[config.mk]
export PLATFORM = sky130hd
export DESIGN_NAME = rpc_regulator_ctrl
export DESIGN_NICKNAME = d
export VERILOG_FILES = /design/src/rpc_pkg.sv /design/src/rpc_regulator_ctrl.sv
export VERILOG_INCLUDE_DIRS = /design/src /design/src/src
export SDC_FILE = /design/constraint.sdc
export NUM_CORES = 1
export LEC_CHECK = 0
export BUFFER_PORTS_ARGS = -buffer_cell sky130_fd_sc_hd__buf_2
export CAP_MARGIN = 10
export CORE_ASPECT_RATIO = 1.5
export CORE_UTILIZATION = 62
export CTS_BUF_LIST = sky130_fd_sc_hd__clkbuf_4 sky130_fd_sc_hd__clkbuf_8 sky130_fd_sc_hd__clkbuf_16
export DETAILED_ROUTE_END_ITERATION = 16
export GPL_TIMING_DRIVEN = 0
export PLACE_DENSITY = 0.91
export SYNTH_ARGS = -nofsm -noshare
export SYNTH_HDL_FRONTEND = slang
export SYNTH_SLANG_ARGS = --single-unit
[constraint.sdc]
create_clock -name clk -period 3.42 [get_ports clk]
set_input_delay 0.684 -clock clk [delete_from_list [all_inputs] [get_ports clk]]
set_output_delay 0.684 -clock clk [all_outputs]
set_load 0.01 [all_outputs]
[src/rpc_params.svh]
/*
  Constants of the regulator enable and power-good controller:
  register offsets, field positions, reset defaults and timing.
  Assumes a 100 MHz system clock and a 32-bit APB register bus.
*/
// Contract
// - Reset loads defaults, opens the register port, then settles in standby.
// - Regulator enables are honoured only in standby or active state.
// - On bit 0 keeps regulator off; on bit 1 without pin-follow runs it.
// - On bit and pin-follow both set: regulator follows the sequencing pin.
// - Pin rising edge starts each regulator after its own rise delay.
// - Pin falling edge stops each regulator after its own fall delay.
// - Delays apply only to pin edges, never to register writes.
// - Buck below 0.35 V for 1 ms is disabled and flags a short.
// - Linear regulator below 0.3 V for 1 ms is disabled and flags short.
// - Buck reaching power-good sets its good flag unless rise-masked.
// - Linear regulator reaching power-good sets its good flag unless rise-masked.
// - Output turning invalid sets the good flag unless fall-masked.
// - Good state bit shows output validity registered one clock earlier.
// - Buck window bit picks undervoltage only or under plus overvoltage.
// - Linear window bit picks the linear regulator validity method.
// - A configuration bit connects the sequencing pin pulldown.
// - Interrupt output stays low while any flag is pending.
`ifndef RPC_PARAMS_SVH
`define RPC_PARAMS_SVH
`define RPC_ADDR_ENABLE 12'h000
`define RPC_ADDR_DELAY 12'h004
`define RPC_ADDR_VBUCK 12'h008
`define RPC_ADDR_VLIN 12'h00c
`define RPC_ADDR_CONFIG 12'h010
`define RPC_ADDR_MASK 12'h014
`define RPC_ADDR_FLAGS 12'h018
`define RPC_ADDR_STATUS 12'h01c
`define RPC_FOLLOW_LSB 8
`define RPC_FALL_LSB 16
`define RPC_GOOD_LSB 8
`define RPC_CFG_BUCK_WIN 0
`define RPC_CFG_LIN_WIN 1
`define RPC_CFG_PULLDOWN 2
`define RPC_DEF_ON 4'h0
`define RPC_DEF_FOLLOW 4'h0
`define RPC_DEF_DELAY 32'h0000_0000
`define RPC_DEF_VBUCK 16'h0000
`define RPC_DEF_VLIN 10'h000
`define RPC_DEF_CONFIG 3'h4
`define RPC_DEF_RISE_MASK 4'h0
`define RPC_DEF_FALL_MASK 4'h0
`define RPC_CLK_PERIOD_NS 10
`define RPC_SHORT_TIME_NS 1000000
`define RPC_DELAY_STEP_NS 1000000
`endif

[src/rpc_pkg.sv]
/*
  Types shared by the regulator controller.
  Assumes the constants header is included by the design files.
*/
package rpc_pkg;
  typedef enum logic [1:0] {
    RPC_LOAD,
    RPC_STANDBY,
    RPC_ACTIVE
  } rpc_state_t;
endpackage : rpc_pkg

[src/rpc_regulator_ctrl.sv]
/*
  Enable, sequencing, short-circuit and power-good logic for two buck
  converters (index 0,1) and two linear regulators (index 2,3).
  Assumes analog comparators deliver levels synchronous to clk and an
  APB master that holds each request until pready.
*/
`timescale 1ns/1ns
`include "rpc_params.svh"
module rpc_regulator_ctrl #(
  parameter int unsigned SHORT_CYCLES =
    (`RPC_SHORT_TIME_NS + `RPC_CLK_PERIOD_NS - 1) / `RPC_CLK_PERIOD_NS,
  parameter int unsigned DELAY_STEP_CYCLES =
    (`RPC_DELAY_STEP_NS + `RPC_CLK_PERIOD_NS - 1) / `RPC_CLK_PERIOD_NS
) (
  input wire logic clk,
  input wire logic rstn,
  input wire logic psel,
  input wire logic penable,
  input wire logic pwrite,
  input wire logic [11:0] paddr,
  input wire logic [31:0] pwdata,
  output logic [31:0] prdata,
  output logic pready,
  output logic pslverr,
  input wire logic seqPin,
  input wire logic [3:0] aboveShortLevel,
  input wire logic [3:0] aboveUnderLevel,
  input wire logic [3:0] belowOverLevel,
  output logic [3:0] regEnable,
  output logic [15:0] buckVoltageSetting,
  output logic [9:0] linregVoltageSetting,
  output logic seqPinPulldownOn,
  output logic irqOutN
);
  rpc_pkg::rpc_state_t state_q;
  logic [3:0] onBit_q;
  logic [3:0] pinFollow_q;
  logic [31:0] delay_q;
  logic [15:0] vbuck_q;
  logic [9:0] vlin_q;
  logic [2:0] config_q;
  logic [3:0] riseMask_q;
  logic [3:0] fallMask_q;
  logic [31:0] prdata_q;
  logic pready_q;
  logic pslverr_q;
  logic [3:0] regEn_q;
  logic irqN_q;
  logic seqPrev_q;
  rpc_pkg::rpc_state_t state_d;
  wire hostOn = state_q != rpc_pkg::RPC_LOAD;
  wire access = psel && penable && hostOn;
  wire doWrite = access && pwrite && pready_q;
  wire [3:0] shortEvt;
  wire [3:0] shortFlag;
  wire [3:0] goodFlag;
  wire [3:0] goodState;
  wire pinRise = seqPin && !seqPrev_q;
  wire pinFall = !seqPin && seqPrev_q;
  wire runAllowed = state_q == rpc_pkg::RPC_STANDBY || state_q == rpc_pkg::RPC_ACTIVE;

  function automatic logic hit(input logic [11:0] a, input logic [11:0] r);
    hit = a == r;
  endfunction : hit

  wire mapped = hit(paddr, `RPC_ADDR_ENABLE) || hit(paddr, `RPC_ADDR_DELAY) ||
    hit(paddr, `RPC_ADDR_VBUCK) || hit(paddr, `RPC_ADDR_VLIN) ||
    hit(paddr, `RPC_ADDR_CONFIG) || hit(paddr, `RPC_ADDR_MASK) ||
    hit(paddr, `RPC_ADDR_FLAGS) || hit(paddr, `RPC_ADDR_STATUS);
  wire clearStrobe = doWrite && hit(paddr, `RPC_ADDR_FLAGS);
  wire [3:0] shortClr = clearStrobe ? pwdata[3:0] : 4'h0;
  wire [3:0] goodClr = clearStrobe ? pwdata[`RPC_GOOD_LSB+3:`RPC_GOOD_LSB] : 4'h0;

  wire [31:0] readMux =
    hit(paddr, `RPC_ADDR_ENABLE) ? {20'h0, pinFollow_q, 4'h0, onBit_q} :
    hit(paddr, `RPC_ADDR_DELAY) ? delay_q :
    hit(paddr, `RPC_ADDR_VBUCK) ? {16'h0, vbuck_q} :
    hit(paddr, `RPC_ADDR_VLIN) ? {19'h0, vlin_q[9:5], 3'h0, vlin_q[4:0]} :
    hit(paddr, `RPC_ADDR_CONFIG) ? {29'h0, config_q} :
    hit(paddr, `RPC_ADDR_MASK) ? {20'h0, fallMask_q, 4'h0, riseMask_q} :
    hit(paddr, `RPC_ADDR_FLAGS) ? {20'h0, goodFlag, 4'h0, shortFlag} :
    hit(paddr, `RPC_ADDR_STATUS) ? {22'h0, state_q, regEn_q, goodState} :
    32'h0;

  // Code 3 is never reached; should it appear, a fresh default load follows
  always_comb
  begin
    unique case (state_q)
      rpc_pkg::RPC_LOAD: state_d = rpc_pkg::RPC_STANDBY;
      rpc_pkg::RPC_STANDBY: state_d = (|regEn_q) ? rpc_pkg::RPC_ACTIVE : rpc_pkg::RPC_STANDBY;
      rpc_pkg::RPC_ACTIVE: state_d = (|regEn_q) ? rpc_pkg::RPC_ACTIVE : rpc_pkg::RPC_STANDBY;
      default: state_d = rpc_pkg::RPC_LOAD;
    endcase
  end

  // One wait state: pready rises in the second access cycle
  always_ff @(posedge clk)
  begin
    if (!rstn)
    begin
      pready_q <= 1'b0;
      pslverr_q <= 1'b0;
      prdata_q <= 32'h0;
    end
    else
    begin
      pready_q <= access && !pready_q;
      pslverr_q <= access && !pready_q && !mapped;
      prdata_q <= (access && !pready_q && !pwrite) ? readMux : 32'h0;
    end
  end

  // Defaults are loaded one cycle after reset; the port stays deaf until then
  always_ff @(posedge clk)
  begin
    if (!rstn)
    begin
      state_q <= rpc_pkg::RPC_LOAD;
      onBit_q <= 4'h0;
      pinFollow_q <= 4'h0;
      delay_q <= 32'h0;
      vbuck_q <= 16'h0;
      vlin_q <= 10'h0;
      config_q <= 3'h0;
      riseMask_q <= 4'h0;
      fallMask_q <= 4'h0;
    end
    else if (state_q == rpc_pkg::RPC_LOAD)
    begin
      onBit_q <= `RPC_DEF_ON;
      pinFollow_q <= `RPC_DEF_FOLLOW;
      delay_q <= `RPC_DEF_DELAY;
      vbuck_q <= `RPC_DEF_VBUCK;
      vlin_q <= `RPC_DEF_VLIN;
      config_q <= `RPC_DEF_CONFIG;
      riseMask_q <= `RPC_DEF_RISE_MASK;
      fallMask_q <= `RPC_DEF_FALL_MASK;
      state_q <= state_d;
    end
    else
    begin
      state_q <= state_d;
      if (doWrite && hit(paddr, `RPC_ADDR_ENABLE))
      begin
        pinFollow_q <= pwdata[`RPC_FOLLOW_LSB+3:`RPC_FOLLOW_LSB];
        onBit_q <= pwdata[3:0] & ~shortEvt;
      end
      else
        onBit_q <= onBit_q & ~shortEvt;
      if (doWrite && hit(paddr, `RPC_ADDR_DELAY))
        delay_q <= pwdata;
      if (doWrite && hit(paddr, `RPC_ADDR_VBUCK))
        vbuck_q <= pwdata[15:0];
      if (doWrite && hit(paddr, `RPC_ADDR_VLIN))
        vlin_q <= {pwdata[12:8], pwdata[4:0]};
      if (doWrite && hit(paddr, `RPC_ADDR_CONFIG))
        config_q <= pwdata[2:0];
      if (doWrite && hit(paddr, `RPC_ADDR_MASK))
      begin
        riseMask_q <= pwdata[3:0];
        fallMask_q <= pwdata[`RPC_FOLLOW_LSB+3:`RPC_FOLLOW_LSB];
      end
    end
  end

  genvar i;
  generate
    for (i = 0; i < 4; i++)
    begin : g_reg
      logic pinView_q;
      logic pend_q;
      logic pendDir_q;
      logic [20:0] dlyCnt_q;
      logic [20:0] scCnt_q;
      logic good_q;
      logic shortFlag_q;
      logic goodFlag_q;
      logic run_q;
      wire [3:0] riseField = delay_q[4*i+3:4*i];
      wire [3:0] fallField = delay_q[`RPC_FALL_LSB+4*i+3:`RPC_FALL_LSB+4*i];
      wire [20:0] riseLoad = 21'(riseField * DELAY_STEP_CYCLES);
      wire [20:0] fallLoad = 21'(fallField * DELAY_STEP_CYCLES);
      // Window bit set: output must also stay below the overvoltage level
      wire winSel = (i < 2) ? config_q[`RPC_CFG_BUCK_WIN] : config_q[`RPC_CFG_LIN_WIN];
      // A disabled rail is never good, so switching it off can raise a fall flag
      wire goodNow = regEn_q[i] && aboveUnderLevel[i] && (!winSel || belowOverLevel[i]);
      wire want = runAllowed && onBit_q[i] && (!pinFollow_q[i] || pinView_q);
      assign shortEvt[i] = regEn_q[i] && !aboveShortLevel[i] &&
        scCnt_q == 21'(SHORT_CYCLES - 1);
      assign shortFlag[i] = shortFlag_q;
      assign goodFlag[i] = goodFlag_q;
      assign goodState[i] = good_q;

      // A new pin edge restarts the pending delay with the new direction, or cancels it when that direction's delay field is zero
      always_ff @(posedge clk)
      begin
        if (!rstn)
        begin
          pinView_q <= 1'b0;
          pend_q <= 1'b0;
          pendDir_q <= 1'b0;
          dlyCnt_q <= 21'h0;
        end
        else if (pinRise && riseField == 4'h0)
        begin
          pinView_q <= 1'b1;
          pend_q <= 1'b0;
        end
        else if (pinFall && fallField == 4'h0)
        begin
          pinView_q <= 1'b0;
          pend_q <= 1'b0;
        end
        else if (pinRise || pinFall)
        begin
          pend_q <= 1'b1;
          pendDir_q <= pinRise;
          dlyCnt_q <= pinRise ? riseLoad : fallLoad;
        end
        else if (pend_q)
        begin
          dlyCnt_q <= dlyCnt_q - 21'h1;
          if (dlyCnt_q == 21'h1)
          begin
            pend_q <= 1'b0;
            pinView_q <= pendDir_q;
          end
        end
      end

      // The low-output timer covers both a failed start and a later collapse
      always_ff @(posedge clk)
      begin
        if (!rstn || !regEn_q[i] || aboveShortLevel[i])
          scCnt_q <= 21'h0;
        else if (!shortEvt[i])
          scCnt_q <= scCnt_q + 21'h1;
      end

      always_ff @(posedge clk)
      begin
        if (!rstn)
        begin
          good_q <= 1'b0;
          shortFlag_q <= 1'b0;
          goodFlag_q <= 1'b0;
        end
        else
        begin
          good_q <= goodNow;
          shortFlag_q <= shortEvt[i] || (shortFlag_q && !shortClr[i]);
          goodFlag_q <= (goodNow && !good_q && !riseMask_q[i]) ||
            (!goodNow && good_q && !fallMask_q[i]) ||
            (goodFlag_q && !goodClr[i]);
        end
      end

      // Register writes act here at once; only pin edges pass the delay counter
      always_ff @(posedge clk)
      begin
        if (!rstn)
          run_q <= 1'b0;
        else
          run_q <= want && !shortEvt[i];
      end
      assign regEn_q[i] = run_q;
    end
  endgenerate

  logic [15:0] vbuckOut_q;
  logic [9:0] vlinOut_q;
  logic pullOut_q;

  always_ff @(posedge clk)
  begin
    if (!rstn)
    begin
      seqPrev_q <= 1'b0;
      irqN_q <= 1'b1;
      vbuckOut_q <= 16'h0;
      vlinOut_q <= 10'h0;
      pullOut_q <= 1'b0;
    end
    else
    begin
      seqPrev_q <= seqPin;
      // Masks gate the good flags themselves and short flags have no mask, so the output needs no mask of its own
      irqN_q <= !(|shortFlag || |goodFlag);
      vbuckOut_q <= vbuck_q;
      vlinOut_q <= vlin_q;
      pullOut_q <= config_q[`RPC_CFG_PULLDOWN];
    end
  end

  assign prdata = prdata_q;
  assign pready = pready_q;
  assign pslverr = pslverr_q;
  assign regEnable = regEn_q;
  assign buckVoltageSetting = vbuckOut_q;
  assign linregVoltageSetting = vlinOut_q;
  assign seqPinPulldownOn = pullOut_q;
  assign irqOutN = irqN_q;
endmodule : rpc_regulator_ctrl

==> impl_metrics.env <==
export IMPL_status="finished clean"
export IMPL_critPathCapture="g_reg[1].dlyCnt_q[12]"
export IMPL_r2r_cells=8
export IMPL_dieArea_um2=33500
export IMPL_p_leak_nw=9.31
export IMPL_post_dp_cell_area_um2=21500
export IMPL_worstMarginPinSlew_ns=1.17
export IMPL_htreeDepth=2
export IMPL_cts_sinks=338
export IMPL_core_um2=32000
export IMPL_start_util_pct=63.5
export IMPL_r2r_end="g_reg[1].dlyCnt_q[12]"
export IMPL_crit_type="in2reg"
export IMPL_setup_viol=0
export IMPL_p_seq_share_pct=42.9
export IMPL_post_cts_resized=8
export IMPL_syn_to_final_growth_pct=11.7
export IMPL_fin_area_um2=22700
export IMPL_initialDrtViolationCount=1788
export IMPL_synth_area_um2=20300
export IMPL_clock_power_share_pct=41.1
export IMPL_port_buffers=126
export IMPL_cts_tree="yes"
export IMPL_finalNetCount=2906
export IMPL_cp_depth=10
export IMPL_io_pins=128
export IMPL_grt_max_degree=16
export IMPL_slew_viol_final=0
export IMPL_ys_seq_area_share_pct=33.3
export IMPL_routed_wl_um=73300
export IMPL_crit_slowest_cell="clkbuf_1"
export IMPL_crit_path_max_fanout=10
export IMPL_cp_end_kind="register"
export IMPL_async_flop_share_pct=0
export IMPL_hold_violations=0
export IMPL_min_period_ns=3.35
export IMPL_rsz0062_at_grt="false"
export IMPL_drt_antenna_violating_nets=0
export IMPL_critPathMaxStageDelay_ns=0.61
export IMPL_cp_num_buf_inv=6
export IMPL_synth_top_area_share_pct=33.3
export IMPL_cp_arrival_ns=3.74
export IMPL_insertion_delay_ns=0.54
export IMPL_synth_edf_count=0
export IMPL_antenna_found_initial=1
export IMPL_ys_flop_type="dfxtp_1"
export IMPL_p_sw_share_pct=29.1
export IMPL_gp_congestion=1.03
export IMPL_grt_pass1_vias=20022
export IMPL_wl_per_cell_um=23.6
export IMPL_crit_top_cell="inv_1"
export IMPL_synth_fp_nets=2745
export IMPL_drv_cap=0
export IMPL_intPower_mw=6.90
export IMPL_vias=20555
export IMPL_synth_top_cells_by_area="dfxtp_1, ha_1, nand2_1"
export IMPL_clk_pin_slew_worst_paths_ns=0.06
export IMPL_ys_ff_latch=338
export IMPL_routed_via_density=6.62
export IMPL_path_cells="buf_2 > inv_1 > ha_1 > inv_1 > clkbuf_1 > clkbuf_2 > clkdlybuf4s15_2 > o221ai_1 > a31oi_1 > nor2_1"
export IMPL_synthDistinctLibCells=87
export IMPL_layout_worst_path_cycle_share_pct=97.9
export IMPL_comb_power_share_pct=16.0
export IMPL_cp_top_family="buffers and inverters"
export IMPL_critical_path_startpoint="seqPin"
export IMPL_synth_top_cell_by_area="dfxtp_1"
export IMPL_rrSetupSlack_ns=0.10
export IMPL_fin_skew_ns=0.0148
export IMPL_cts_made_buffers=34
export IMPL_drcViolationCount=0
export IMPL_timing_slew_headroom_pct=21.7
export IMPL_overflow=0
export IMPL_yosys_warnings=0
export IMPL_cts_setup_buffers=0
export IMPL_tns_ns=0
export IMPL_hold_buffers=0
export IMPL_dieWidth_um=150
export IMPL_p_sw_mw=2.84
export IMPL_holdWs_ns=0.386
export IMPL_worst_setup_path_start_kind="primary input"
export IMPL_cts_root_buf="clkbuf_16"
export IMPL_layout_drive_gt1_share_pct=9.13
export IMPL_dp_final_hpwl_um=54500
export IMPL_cts_buffer_depth=3
export IMPL_hold_path_class="in2reg"
export IMPL_vdd_drop_max_uv=496
export IMPL_grt_pass1_wl_um=110000
export IMPL_first_pass_iters=6
export IMPL_track_usage_pct=43.4
export IMPL_fmaxAchievable_mhz=299
export IMPL_crit_required_ns=3.81
export IMPL_netlist_instances=2507
export IMPL_die_h_um=224
export IMPL_rows=80
export IMPL_avgSynthCellArea_um2=8.11
export IMPL_powerDensity_nw_per_um2=429
export IMPL_p_total_mw=9.74
export IMPL_rr_startpoint="seqPrev_q"
Yosys cell counts (all sizes together) (25+ instances only):
master  instances
ha            176
inv            74
dfxtp         338
clkbuf         95
nor3           88
and3           28
a31oi          27
buf            25
xnor2          78
nand2         281
o21ai         115
nand3          89
a211oi         30
mux2i          58
nor4           32
and2           44
a21oi         198
xor2           97
nand4          45
nor2          261
through the flow:
step | util [%] | instances | worst slack (ns)
floorplan | - | 2507 | 0.695
global placement | 67.1 | 3043 | -0.983
detailed placement | 67.1 | 3043 | -1.03
CTS | 70.9 | 3105 | 0.0459
global route | 70.9 | 3104 | 0.0312
finish | 70.9 | 3105 | 0.0703
final cells by class:
cell class                      instances  area (µm²)
Tap cell                              410         513
Buffer                                119         537
Sequential cell                       338        6770
Antenna cell                            1        2.50
Inverter                               75         283
Timing Repair Buffer                  126         631
Fill cell                            2601        9310
Clock buffer                           48         992
Multi-Input combinational cell       1974       12800
Clock inverter                         14         199
worst min-delay path by stage:
stage | startpoint | end | slack, ns | cells after the start
after floorplan | vlin_q[7] | linregVoltageSetting[7] | 0.43 | 2
after global placement | g_reg[1].pendDir_q | g_reg[1].pendDir_q | 0.44 | 2
after detailed placement | g_reg[1].pendDir_q | g_reg[1].pendDir_q | 0.45 | 2
after CTS | pwdata[31] | delay_q[31] | 0.38 | 3
after global routing | pwdata[31] | delay_q[31] | 0.40 | 3
final | pwdata[20] | delay_q[20] | 0.39 | 3
sequential cells by signal, summed over array words and instances, names as in the netlist, 10 cells and up:
signal,flops
g.dlyCnt_q,84
vlin_q,10
linregVoltageSetting,10
g.scCnt_q,84
delay_q,32
buckVoltageSetting,16
vbuck_q,16
prdata,32
cells by family after synthesis:
family	share of synthesized area [%]
buffers and inverters	3.92
AOI/OAI and AO/OA	17.6
and+or+nand+nor	23.6
DFF	33.3
xor gates and xnor gates	7.54
adders and majority gates	10.8
muxes	3.19
cells in the final DEF (no fill, tap or decap), drive strengths merged, types with 78 or more instances in the layout:
cell type,instances
xnor2,78
dfxtp,338
ha,176
nor2,261
clkbuf,144
nor3,88
a21oi,198
o21ai,115
nand3,89
nand2,281
xor2,97
buf,147
power by group through the flow:
stage / Clock, mW / Sequential (mW) / Combinational, mW
final: 4.01 / 4.18 / 1.56
after CTS: 4.01 / 4.17 / 1.49
after detailed placement: 0 / 4.26 / 1.48
after global routing: 4.16 / 4.19 / 1.65
after floorplan: 0 / 4.22 / 0.998
after global placement: 0 / 4.25 / 1.46
worst min-delay path, cell delays in order:
cell and delay, ns:
buf_2 0.09, nand2_1 0.05, a21oi_1 0.05
layer usage:
metal,global-route usage [%],share of wire (%),up-vias
li1,-,-,9319
met4,36.9,9.5,2
met1,44.9,34,9621
met3,9.33,8.5,442
met5,0,0.015,-
met2,73.7,48,1171
Power figures use the tool's default switching activity.
